===== src/eptfd_pkg.sv =====
// Shared constants and types of the timer/event counter block.
// Assumes an 8-bit register port and one 40 MHz system clock.
package eptfd_pkg;
    // Register indices on the 4-bit address port
    localparam logic [3:0] A_CTRL0 = 4'h0; // Timer 0 control
    localparam logic [3:0] A_TIMER0_INPUT_PIN = 4'h1; // W: preload, R: count
    localparam logic [3:0] A_CTRL1 = 4'h2; // Timer 1 control
    localparam logic [3:0] A_TMR1L = 4'h3; // Timer 1 low byte
    localparam logic [3:0] A_TMR1H = 4'h4; // Timer 1 high byte
    localparam logic [3:0] A_PDATA = 4'h5; // Port A output data
    localparam logic [3:0] A_PDIR = 4'h6; // Port A direction
    localparam logic [3:0] A_OPT = 4'h7; // Configuration options
    localparam logic [3:0] A_STAT = 4'h8; // Status, read only
    localparam logic [3:0] A_PULL = 4'h9; // Timer pin pull-highs
    // Field positions
    localparam int PA3_BIT = 3; // Port A line three
    localparam int RUN_BIT = 4; // Run enable in control
    localparam int OPT_FILT = 0; // Noise filter enable
    localparam int OPT_PSRC = 1; // Divider source: 1 = timer 1
    localparam int OPT_PFD = 2; // Divider owns the shared pin
    // Operating modes in control bits 7:6
    localparam logic [1:0] MODE_EVENT = 2'h1;
    localparam logic [1:0] MODE_TIMER = 2'h2;
    localparam logic [1:0] MODE_PULSE = 2'h3;
    // Reset values
    localparam logic [7:0] CTRL_RST = 8'h00;
    localparam logic [15:0] PRE_RST = 16'h0000;
    localparam logic [7:0] PDATA_RST = 8'h00;
    localparam logic [7:0] PDIR_RST = 8'hFF; // All lines input
    localparam logic [7:0] OPT_RST = 8'h01; // Filter on
    localparam logic [7:0] PULL_RST = 8'h00;
    // Timer 1 internal divider last state (divide by four)
    localparam logic [1:0] DIV4_LAST = 2'h3;
    // Control register layout
    typedef struct packed {
        logic [1:0] mode; // Operating mode select
        logic clk_sel; // Timer 1: 1 = sub clock
        logic run; // Run enable
        logic edge_sel; // Active edge select
        logic [2:0] rate; // Timer 0 prescale rate
    } eptfd_ctrl_s;
    // Pulse measurement phase
    typedef enum logic {PH_IDLE, PH_MEAS} eptfd_phase_e;
endpackage : eptfd_pkg


===== src/eptfd_top.sv =====
// Two timer/event counters with pin filter and frequency divider.
// Assumes pins are asynchronous and software uses the register port.
// How it works
// - Mode bits 01 select event counting
// - Event mode counts pin edges, no prescaler
// - Edge select low rising, high falling
// - Overflow raises request, reloads preload, continues
// - Event counting continues powered down; wakes device
// - Mode bits 11 select pulse width measurement
// - Pulse clocks: prescaled system; timer 1 sub or system/4
// - Run enable only arms pulse measurement
// - Edge low: start falling, stop rising, clear run
// - Edge high: start rising, stop falling, clear run
// - Other modes never clear run themselves
// - Hold residual count, ignore pin until rearmed
// - Pulse mode reacts to transitions, not levels
// - Divider source is timer 0 or 1 option
// - Divider output toggles on each selected overflow
// - Divider reaches pin only when option selects
// - Port data bit gates divider, low when zero
// - Port direction input suppresses divider output
// - Pull-high stays on while pin counts
// - One filter option for both timer input pins
// - Mode bits 10 select timer mode
// - Stopped preload write loads counter at once
//
// Our own choices: the plain strobed port and the register offsets.
`timescale 1ns/1ps
module eptfd_top #(
    parameter int CNT0_W = 8, // Timer 0 width
    parameter int CNT1_W = 16, // Timer 1 width
    parameter int PSC_STAGES = 7, // Prescaler stages
    parameter int FILT_CYC = 4 // Filter stable cycles
) (
    input wire logic sys_clk_in,
    input wire logic nrst_in,
    input wire logic [3:0] addr_in,
    input wire logic [7:0] wdata_in,
    input wire logic wr_in,
    input wire logic rd_in,
    output logic [7:0] rdata_out,
    input wire logic [1:0] tmr_pin_in,
    input wire logic sub_clk_in,
    input wire logic power_down_in,
    input wire logic pa3_pin_in,
    output logic pa3_pin_out,
    output logic pa3_oe_out,
    output logic [1:0] pullup_out,
    output logic filter_en_out,
    output logic [1:0] irq_out,
    output logic wake_out
);
    // Refuse sizes the logic cannot serve
    if (CNT0_W < 2 || CNT0_W > 8 || CNT1_W < 9 || CNT1_W > 16 ||
        PSC_STAGES < 7 || FILT_CYC < 1 || FILT_CYC > 7) begin : g_chk
        $error("eptfd_top: unsupported parameter values");
    end

    // Configuration and port registers
    logic [7:0] pdata_reg, pdir_reg, opt_reg, pull_reg;
    // Synchroniser stages
    logic [1:0] pin_s1_reg, pin_s2_reg;
    logic sub_s1_reg, sub_s2_reg, sub_prev_reg;
    logic pa3_s1_reg, pa3_s2_reg;
    // Clock dividers
    logic [PSC_STAGES-1:0] psc_reg;
    logic [1:0] div4_reg;
    // Per-timer state
    logic [7:0] ctrl_reg [2];
    logic [15:0] pre_reg [2];
    logic [15:0] cnt_reg [2];
    eptfd_pkg::eptfd_phase_e phase_reg [2];
    logic [1:0] filt_reg, filt_prev_reg;
    logic [2:0] fcnt_reg [2];
    // Per-timer decode
    logic [1:0] tick_w, inc_w, full_w, ovf_w, hw_stop_w;
    logic [1:0] start_w, end_w, act_w, wr_ctrl_w, load_w;
    logic [15:0] pre_next_w [2];
    logic pfd_reg;
    logic [7:0] rdata_next;

    // Two-stage synchronisers on every pin input
    always_ff @(posedge sys_clk_in or negedge nrst_in) begin
        if (!nrst_in) begin
            pin_s1_reg <= 2'h0;
            pin_s2_reg <= 2'h0;
            sub_s1_reg <= 1'b0;
            sub_s2_reg <= 1'b0;
            pa3_s1_reg <= 1'b0;
            pa3_s2_reg <= 1'b0;
        end else begin
            pin_s1_reg <= tmr_pin_in;
            pin_s2_reg <= pin_s1_reg;
            sub_s1_reg <= sub_clk_in;
            sub_s2_reg <= sub_s1_reg;
            pa3_s1_reg <= pa3_pin_in;
            pa3_s2_reg <= pa3_s1_reg;
        end
    end

    // Timer 0 prescaler and timer 1 clock sources
    always_ff @(posedge sys_clk_in or negedge nrst_in) begin
        if (!nrst_in) begin
            psc_reg <= '0;
            div4_reg <= 2'h0;
            sub_prev_reg <= 1'b0;
        end else begin
            psc_reg <= psc_reg + 1'b1;
            div4_reg <= div4_reg + 2'h1;
            sub_prev_reg <= sub_s2_reg;
        end
    end

    // Prescale mask from rate bits: divide by two to the rate
    eptfd_pkg::eptfd_ctrl_s ctl0, ctl1;
    assign ctl0 = eptfd_pkg::eptfd_ctrl_s'(ctrl_reg[0]);
    assign ctl1 = eptfd_pkg::eptfd_ctrl_s'(ctrl_reg[1]);
    wire [PSC_STAGES-1:0] psc_mask =
        PSC_STAGES'((32'd1 << ctl0.rate) - 32'd1);
    wire psc_tick = (psc_reg & psc_mask) == psc_mask;
    wire div4_tick = div4_reg == eptfd_pkg::DIV4_LAST;
    wire sub_tick = sub_s2_reg & ~sub_prev_reg;
    assign tick_w[0] = psc_tick;
    assign tick_w[1] = ctl1.clk_sel ? sub_tick : div4_tick;

    // One counter per timer
    for (genvar i = 0; i < 2; i++) begin : g_tmr
        localparam int W = (i == 0) ? CNT0_W : CNT1_W;
        localparam logic [15:0] MAXV = 16'((32'd1 << W) - 32'd1);
        localparam logic [3:0] A_CT = i ? eptfd_pkg::A_CTRL1
                                        : eptfd_pkg::A_CTRL0;
        localparam logic [3:0] A_LO = i ? eptfd_pkg::A_TMR1L
                                        : eptfd_pkg::A_TIMER0_INPUT_PIN;
        eptfd_pkg::eptfd_ctrl_s ctl;
        assign ctl = eptfd_pkg::eptfd_ctrl_s'(ctrl_reg[i]);
        // Edge detection on filtered samples
        wire rise = filt_reg[i] & ~filt_prev_reg[i];
        wire fall = ~filt_reg[i] & filt_prev_reg[i];
        wire is_evt = ctl.mode == eptfd_pkg::MODE_EVENT;
        wire is_tmr = ctl.mode == eptfd_pkg::MODE_TIMER;
        wire is_pls = ctl.mode == eptfd_pkg::MODE_PULSE;
        wire meas = phase_reg[i] == eptfd_pkg::PH_MEAS;
        assign act_w[i] = ctl.edge_sel ? fall : rise;
        assign start_w[i] = ctl.edge_sel ? rise : fall;
        assign end_w[i] = ctl.edge_sel ? fall : rise;
        // Count enable per mode; event mode bypasses prescaler
        assign inc_w[i] = is_tmr ? (ctl.run & tick_w[i])
            : is_evt ? (ctl.run & act_w[i])
            : is_pls ? (meas & tick_w[i]) : 1'b0;
        assign full_w[i] = cnt_reg[i] == MAXV;
        assign ovf_w[i] = inc_w[i] & full_w[i];
        assign hw_stop_w[i] = is_pls & meas & end_w[i];
        assign wr_ctrl_w[i] = wr_in & (addr_in == A_CT);
        wire wr_lo = wr_in & (addr_in == A_LO);
        wire wr_hi = (i == 1) & wr_in &
            (addr_in == eptfd_pkg::A_TMR1H);
        assign pre_next_w[i] = {wr_hi ? wdata_in : pre_reg[i][15:8],
                                wr_lo ? wdata_in : pre_reg[i][7:0]};
        assign load_w[i] = (wr_lo | wr_hi) & ~ctl.run;

        // Noise filter: level must hold before it is accepted
        always_ff @(posedge sys_clk_in or negedge nrst_in) begin
            if (!nrst_in) begin
                filt_reg[i] <= 1'b0;
                filt_prev_reg[i] <= 1'b0;
                fcnt_reg[i] <= 3'h0;
            end else begin
                filt_prev_reg[i] <= filt_reg[i];
                if (!opt_reg[eptfd_pkg::OPT_FILT]) begin
                    filt_reg[i] <= pin_s2_reg[i];
                    fcnt_reg[i] <= 3'h0;
                end else if (pin_s2_reg[i] == filt_reg[i]) begin
                    fcnt_reg[i] <= 3'h0;
                end else if (fcnt_reg[i] == 3'(FILT_CYC - 1)) begin
                    filt_reg[i] <= pin_s2_reg[i];
                    fcnt_reg[i] <= 3'h0;
                end else begin
                    fcnt_reg[i] <= fcnt_reg[i] + 3'h1;
                end
            end
        end

        // Control: software write wins over the hardware clear
        always_ff @(posedge sys_clk_in or negedge nrst_in) begin
            if (!nrst_in) begin
                ctrl_reg[i] <= eptfd_pkg::CTRL_RST;
            end else if (wr_ctrl_w[i]) begin
                ctrl_reg[i] <= wdata_in;
            end else if (hw_stop_w[i]) begin
                ctrl_reg[i][eptfd_pkg::RUN_BIT] <= 1'b0;
            end
        end

        // Measurement phase: armed by run, started by an edge
        always_ff @(posedge sys_clk_in or negedge nrst_in) begin
            if (!nrst_in) begin
                phase_reg[i] <= eptfd_pkg::PH_IDLE;
            end else begin
                unique case (phase_reg[i])
                    eptfd_pkg::PH_IDLE: begin
                        // Armed only; counting waits for the edge
                        if (is_pls && ctl.run && start_w[i]) begin
                            phase_reg[i] <= eptfd_pkg::PH_MEAS;
                        end
                    end
                    eptfd_pkg::PH_MEAS: begin
                        // Return edge, mode change or software stop
                        if (!is_pls || !ctl.run || end_w[i]) begin
                            phase_reg[i] <= eptfd_pkg::PH_IDLE;
                        end
                    end
                endcase
            end
        end

        // Preload and counter
        always_ff @(posedge sys_clk_in or negedge nrst_in) begin
            if (!nrst_in) begin
                pre_reg[i] <= eptfd_pkg::PRE_RST;
                cnt_reg[i] <= eptfd_pkg::PRE_RST;
            end else begin
                pre_reg[i] <= pre_next_w[i];
                if (load_w[i]) begin
                    cnt_reg[i] <= pre_next_w[i];
                end else if (ovf_w[i]) begin
                    cnt_reg[i] <= pre_reg[i];
                end else if (inc_w[i]) begin
                    cnt_reg[i] <= cnt_reg[i] + 16'h0001;
                end
            end
        end
    end

    // Port, option and pull-high registers
    always_ff @(posedge sys_clk_in or negedge nrst_in) begin
        if (!nrst_in) begin
            pdata_reg <= eptfd_pkg::PDATA_RST;
            pdir_reg <= eptfd_pkg::PDIR_RST;
            opt_reg <= eptfd_pkg::OPT_RST;
            pull_reg <= eptfd_pkg::PULL_RST;
        end else if (wr_in) begin
            if (addr_in == eptfd_pkg::A_PDATA) pdata_reg <= wdata_in;
            if (addr_in == eptfd_pkg::A_PDIR) pdir_reg <= wdata_in;
            if (addr_in == eptfd_pkg::A_OPT) opt_reg <= wdata_in;
            if (addr_in == eptfd_pkg::A_PULL) pull_reg <= wdata_in;
        end
    end

    // Divider source and shared pin selection
    wire pfd_src = opt_reg[eptfd_pkg::OPT_PSRC] ? ovf_w[1]
                                                 : ovf_w[0];
    wire pfd_sel = opt_reg[eptfd_pkg::OPT_PFD];
    wire pa3_data = pdata_reg[eptfd_pkg::PA3_BIT];
    wire pa3_dir_in = pdir_reg[eptfd_pkg::PA3_BIT];
    wire pa3_oe_next = ~pa3_dir_in;
    wire pa3_out_next = pfd_sel ? (pa3_data & pfd_reg)
                                : pa3_data;

    // Divider toggle and registered pin drivers
    always_ff @(posedge sys_clk_in or negedge nrst_in) begin
        if (!nrst_in) begin
            pfd_reg <= 1'b0;
            pa3_pin_out <= 1'b0;
            pa3_oe_out <= 1'b0;
        end else begin
            if (pfd_src) pfd_reg <= ~pfd_reg;
            pa3_pin_out <= pa3_out_next;
            pa3_oe_out <= pa3_oe_next;
        end
    end

    // Read mux; unmapped reads return zero
    wire [7:0] stat_w = {5'h00,
        phase_reg[1] == eptfd_pkg::PH_MEAS,
        phase_reg[0] == eptfd_pkg::PH_MEAS, pa3_s2_reg};
    assign rdata_next =
        (addr_in == eptfd_pkg::A_CTRL0) ? ctrl_reg[0] :
        (addr_in == eptfd_pkg::A_TIMER0_INPUT_PIN) ? cnt_reg[0][7:0] :
        (addr_in == eptfd_pkg::A_CTRL1) ? ctrl_reg[1] :
        (addr_in == eptfd_pkg::A_TMR1L) ? cnt_reg[1][7:0] :
        (addr_in == eptfd_pkg::A_TMR1H) ? cnt_reg[1][15:8] :
        (addr_in == eptfd_pkg::A_PDATA) ? pdata_reg :
        (addr_in == eptfd_pkg::A_PDIR) ? pdir_reg :
        (addr_in == eptfd_pkg::A_OPT) ? opt_reg :
        (addr_in == eptfd_pkg::A_STAT) ? stat_w :
        (addr_in == eptfd_pkg::A_PULL) ? pull_reg : 8'h00;

    // Outputs to bus, interrupt controller and pads
    always_ff @(posedge sys_clk_in or negedge nrst_in) begin
        if (!nrst_in) begin
            rdata_out <= 8'h00;
            irq_out <= 2'h0;
            wake_out <= 1'b0;
            pullup_out <= 2'h0;
            filter_en_out <= 1'b0;
        end else begin
            rdata_out <= rd_in ? rdata_next : 8'h00;
            irq_out <= ovf_w;
            wake_out <= power_down_in & (|ovf_w);
            pullup_out <= pull_reg[1:0];
            filter_en_out <= opt_reg[eptfd_pkg::OPT_FILT];
        end
    end
endmodule : eptfd_top


===== config.mk =====
export PLATFORM = sky130hd
export DESIGN_NAME = eptfd_top
export DESIGN_NICKNAME = d
export VERILOG_FILES = /design/src/eptfd_pkg.sv /design/src/eptfd_top.sv
export SDC_FILE = /design/constraint.sdc
export NUM_CORES = 1
export LEC_CHECK = 0
export ABC_AREA = 0
export BUFFER_PORTS_ARGS = -buffer_cell sky130_fd_sc_hd__buf_2
export CORE_AREA = 2 2 177 179
export CTS_BUF_LIST = sky130_fd_sc_hd__clkbuf_4
export DETAILED_ROUTE_END_ITERATION = 6
export DIE_AREA = 0 0 179 181
export PLACE_DENSITY_LB_ADDON = 0.3
export SYNTH_ARGS = -nofsm -noshare
export SYNTH_HDL_FRONTEND = slang
export SYNTH_SLANG_ARGS = --single-unit

===== constraint.sdc =====
create_clock -name sys_clk_in -period 3.2 [get_ports sys_clk_in]
set_clock_uncertainty 0.15 [all_clocks]
set_input_delay 0.8 -clock sys_clk_in [delete_from_list [all_inputs] [get_ports sys_clk_in]]
set_output_delay 0.8 -clock sys_clk_in [all_outputs]
set_load 0.1 [all_outputs]

Word-level counts from Yosys, hierarchy flattened
Index checks and enable logic that the tools add are counted.
{"block": "totals", "register_bits": 151}
{"block": "op_classes", "addsub": 7, "n_eq_ne": 27, "n_shift": 1, "n_mux": 55, "bitwise_logic": 39, "reduce_logical": 24}
{"op": "2-to-1 mux 8 bit", "count": 14}
{"op": "2-to-1 mux 16 bit", "count": 6}
{"op": "adder 16 x 1 -> 16 bit, second input constant", "count": 2}
{"op": "2-to-1 mux 1 bit", "count": 27}
{"op": "AND 1 bit", "count": 26}
{"op": "2-to-1 mux 3 bit", "count": 6}
{"op": "== test 16 bit, second input constant", "count": 1}
{"op": "== test 16 x 8 -> 1 bit, second input constant", "count": 1}
{"op": "== test 4 x 3 -> 1 bit, second input constant", "count": 4}
{"op": "AND reduction 2 bit", "count": 6}
{"op": "inverter 1 bit", "count": 11}
{"op": "== test 2 bit, second input constant", "count": 5}
{"op": "== test 4 x 2 -> 1 bit, second input constant", "count": 2}
{"op": "== test 4 bit, second input constant", "count": 2}
{"op": "adder 7 x 1 -> 7 bit, second input constant", "count": 1}
{"op": "AND 7 bit", "count": 1}
{"op": "== test 7 bit", "count": 1}
{"op": "left shift 1 x 3 -> 7 bit, first input constant", "count": 1}
{"op": "subtractor 7 x 1 -> 7 bit, second input constant", "count": 1}
{"op": "adder 3 x 1 -> 3 bit, second input constant", "count": 2}
{"op": "== test 3 x 2 -> 1 bit, second input constant", "count": 2}
{"op": "nonzero test 3 bit", "count": 2}
{"op": "== test 2 x 1 -> 1 bit, second input constant", "count": 2}
{"op": "== test 4 x 1 -> 1 bit, second input constant", "count": 1}
{"op": "other kinds (12)", "count": 26}

Longest topological paths before layout
{"block": "depth", "depth_word": 12, "mapped_depth": 8, "mapped_depth_nobuf": 6}

Worst setup path before layout
OpenSTA, ideal clock, no wires.
{"block": "synth_path", "path_type": "input port to flip-flop", "start": "input port addr_in[3]", "end": "register pre_reg[20] in the netlist's numbering", "setup_ns": 0.125, "arrival_ns": 2.116, "t_required_ns": 2.925, "path_slack_ns": 0.809, "cell_stages": 5, "n_path_buf": 2, "path_cell_list": "clkbuf_1 or3_1 clkbuf_1 nor2_2 mux2_2"}
{"element": "start, declared", "line": "eptfd_top.sv:37", "text": "input wire logic [3:0] addr_in,"}
{"element": "end signal, assigned by index", "line": "eptfd_top.sv:219", "text": "pre_reg[i] <= eptfd_pkg::PRE_RST;"}
{"element": "end signal, assigned by index", "line": "eptfd_top.sv:222", "text": "pre_reg[i] <= pre_next_w[i];"}
{"element": "end, declared", "line": "eptfd_top.sv:70", "text": "logic [15:0] pre_reg [2];"}

Final worst setup path
{"block": "layout_path", "start": "register filt_reg[0]", "end": "register pfd_reg"}
{"block": "layout_via", "elab_chain_cells": 8}
{"element": "start, declared", "line": "eptfd_top.sv:73", "text": "logic [1:0] filt_reg, filt_prev_reg;"}
{"element": "start signal, assigned by index", "line": "eptfd_top.sv:170", "text": "filt_reg[i] <= pin_s2_reg[i];"}
{"element": "start signal, assigned by index", "line": "eptfd_top.sv:175", "text": "filt_reg[i] <= pin_s2_reg[i];"}
{"element": "inverter 1 bit", "line": "eptfd_top.sv:138", "text": "wire fall = ~filt_reg[i] & filt_prev_reg[i];"}
{"element": "AND 1 bit", "line": "eptfd_top.sv:138"}
{"element": "2-to-1 mux 1 bit *", "line": "eptfd_top.sv:143", "text": "assign act_w[i] = ctl.edge_sel ? fall : rise;"}
{"element": "AND 1 bit *", "line": "eptfd_top.sv:148", "text": ": is_evt ? (ctl.run & act_w[i])"}
{"element": "2-to-1 mux 1 bit *", "line": "eptfd_top.sv:148"}
{"element": "2-to-1 mux 1 bit *", "line": "eptfd_top.sv:147", "text": "assign inc_w[i] = is_tmr ? (ctl.run & tick_w[i])"}
{"element": "AND 1 bit *", "line": "eptfd_top.sv:151", "text": "assign ovf_w[i] = inc_w[i] & full_w[i];"}
{"element": "2-to-1 mux 1 bit *", "line": "eptfd_top.sv:250", "text": "wire pfd_src = opt_reg[eptfd_pkg::OPT_PSRC] ? ovf_w[1]"}
{"element": "end signal, assigned", "line": "eptfd_top.sv:266", "text": "if (pfd_src) pfd_reg <= ~pfd_reg;"}
{"element": "end, declared", "line": "eptfd_top.sv:79", "text": "logic pfd_reg;"}
Every way passes the cells marked *; elsewhere a longest branch is shown, timed or not.
A chain may end at the register's enable or synchronous reset.

==> out/results.ini <==
[cts]
clk_pin_slew_worst_paths_ns=0.14
cts_tree=built
clock_latency_ns=0.57
cts_max_path_buffers=2
cts_resized=0
htreeDepth=4
cts_made_buffers=17
cts.root.buffer_cell=clkbuf_4
clock-sinks=151

[final_layout]
num-fill-cells=3208
drive_above_1_share=0.255
nets=786
seq_area_sq_um=3790
largest_reg_flops=32
area_growth_pct=13.1
multiInputGateArea_sq_um=3490

[synthesis]
synth-seq-cells=151
synth_nets=742
synth_top_area_share=0.472
yosysMostFrequentCell=dfrtp_1
yosysWarningCount=0
ys.flop_type=dfrtp_1
yosys.area.top_type=dfrtp_1
synth-edff-count=0
synthArstFlopShare=1.00
netlist_top_cells_count=142 x dfrtp_1, 73 x mux2_2, 54 x nand2_1, 48 x a21oi_1, 43 x o21ai_0
ys_types=77
syn_area_sq_um=7540
synth.avg_cell_area_sq_um=10.5
seq_area_frac_synth=0.503
synth.area.top_cells=dfrtp_1 47%, mux2_2 11%, a21oi_1 3.2%
syn_inst=715

[sta]
hold_viol_final=0
setup_viol=0
fin_crit_sh=0.777
fmax_ghz=0.402
finalWorstSetupSlack_ns=0.714
grt_setup_unrepaired=no
relSlewSlack=0.398
min_period_ns=2.49
tightestPinTransition_ns=0.903
setup_tns_ns=0
slew_viol_final=0

[placed_design]
port_buffers=36
place_ws_ns=0.356
gp_congestion=0.876
dp_hpwl_mm=15.6

[grt]
antenna_found_initial=2
grt_usage=0.142
grt_max_degree=62
grt_pass1_wl_mm=34.8
grt_pass1_vias=5760
grt-ovfl-total=0

[die]
placement_rows=64
die_h_microns=181
ioPinCount=37
die_w_microns=179
dieArea_sq_um=32400
initial_core_util=0.248
core_sq_um=30300

[detailed_routing]
num_vias=5845
wl_per_cell_microns=18.8
drtPass1Iterations=5
vias_per_cell=4.99
drt-initial-drc-count=455
remaining_drc_errors=0
routed_wl_mm=22.0
ant_nets=0

[worst_setup_path]
cp-end-kind=flip-flop
start_kind=flip-flop
path_max_fanout=22
critPathRequiredTime_ns=3.49
crit_arrival_ns=2.77
criticalPathCategory=reg -> reg

[worst_hold_path]
hp-class=in -> reg

[power]
powerDensity_nw_per_um2=602
ir_worst_vdd_mv=0.263
p_leak_nw=3.47

[run]
drv_cap=0

[run_status]
status=finished clean

worst paths after layout:
kind,end,cells past startpoint,slack [ns],start
max,pfd_reg,5,0.71,filt_reg[0]
min,pa3_s1_reg,1,0.18,pa3_pin_in
max reg2reg,pfd_reg,5,0.71,filt_reg[0]
min reg2reg,sub_s2_reg,0,0.21,sub_s1_reg
max in group asynchronous,pdir_reg[1],3,1.55,nrst_in
min in group asynchronous,pa3_pin_out,2,0.57,nrst_in
cells by family after synthesis:
group                    after synthesis  synth area share
buffers and inverters                 62            0.0349
XOR/XNOR                               8           0.00930
flip-flops                           151             0.503
adder cells (fa/ha/maj)                6           0.00996
multiplexers                          81             0.120
AND/OR/NAND/NOR                      216             0.156
AO/OA/AOI/OAI                        191             0.167
power by group:
part / internal (W) / leakage (nW) / total [W] / switching [W]
Clock: 0.000331 / 0.129 / 0.00105 / 0.000715
Combinational: 0.000525 / 1.50 / 0.00128 / 0.000755
Sequential: 0.00233 / 1.85 / 0.00281 / 0.000478
layer usage:
layer	global-route usage	vias up	wire, microns
li1	-	2755	-
met3	0.0295	23	1100
met2	0.211	168	10000
met4	0.0410	0	277
met1	0.206	2899	10600
met5	0	-	0
critical path, cell delays in order, from the launching register on:
cell and delay (ns):
dfrtp_1 0.49, and3b_1 0.23, o2111ai_1 0.28, o41a_1 0.81, o31ai_1 0.23, xnor2_1 0.18
through the flow:
step           power (W)  area, sq um  utilization  instances  hold slack, ns
3_3_place_gp     0.00409         8270        0.273       1135           0.187
2_1_floorplan    0.00364         7540            -        715           0.181
4_1_cts          0.00519         8510        0.281       1168           0.114
3_5_place_dp     0.00412         8270        0.273       1135           0.186
5_1_grt          0.00549         8520        0.281       1169           0.106
6_report         0.00513         8520        0.281       1171           0.178
placed cells by master (no fill, tap or decap), drive strengths merged, types with 7 or more instances in the layout:
cell type	synthesis	final
dfrtp	142	142
mux2	73	73
buf	18	62
nand2	54	54
a21oi	48	48
o21ai	44	44
nor2	42	42
inv	24	26
clkbuf	20	20
o31ai	17	17
nor3	17	17
nand3	14	14
nand2b	13	13
nand4	12	12
nor2b	10	10
o22ai	10	10
dfstp	9	9
and3	8	8
mux2i	8	8
clkinv	0	8
nor3b	7	7
a211oi	7	7
and4	7	7
or4	7	7
timing repair:
action                    4_1_cts  5_1_grt
buffers inserted                0        0
hold buffers                    1        0
hold endpoints to repair       11        0
area by class of cell:
cell class | instances | area share
flip-flops and latches | 151 | 0.445
multi-input cells | 502 | 0.410
well taps | 396 | 0.0581
repair buffers | 63 | 0.0489
clock buffers | 20 | 0.0176
inverters | 24 | 0.0106
clock inverters | 12 | 0.00954
diodes | 3 | 0.000881
Power figures use the tool's default switching activity.
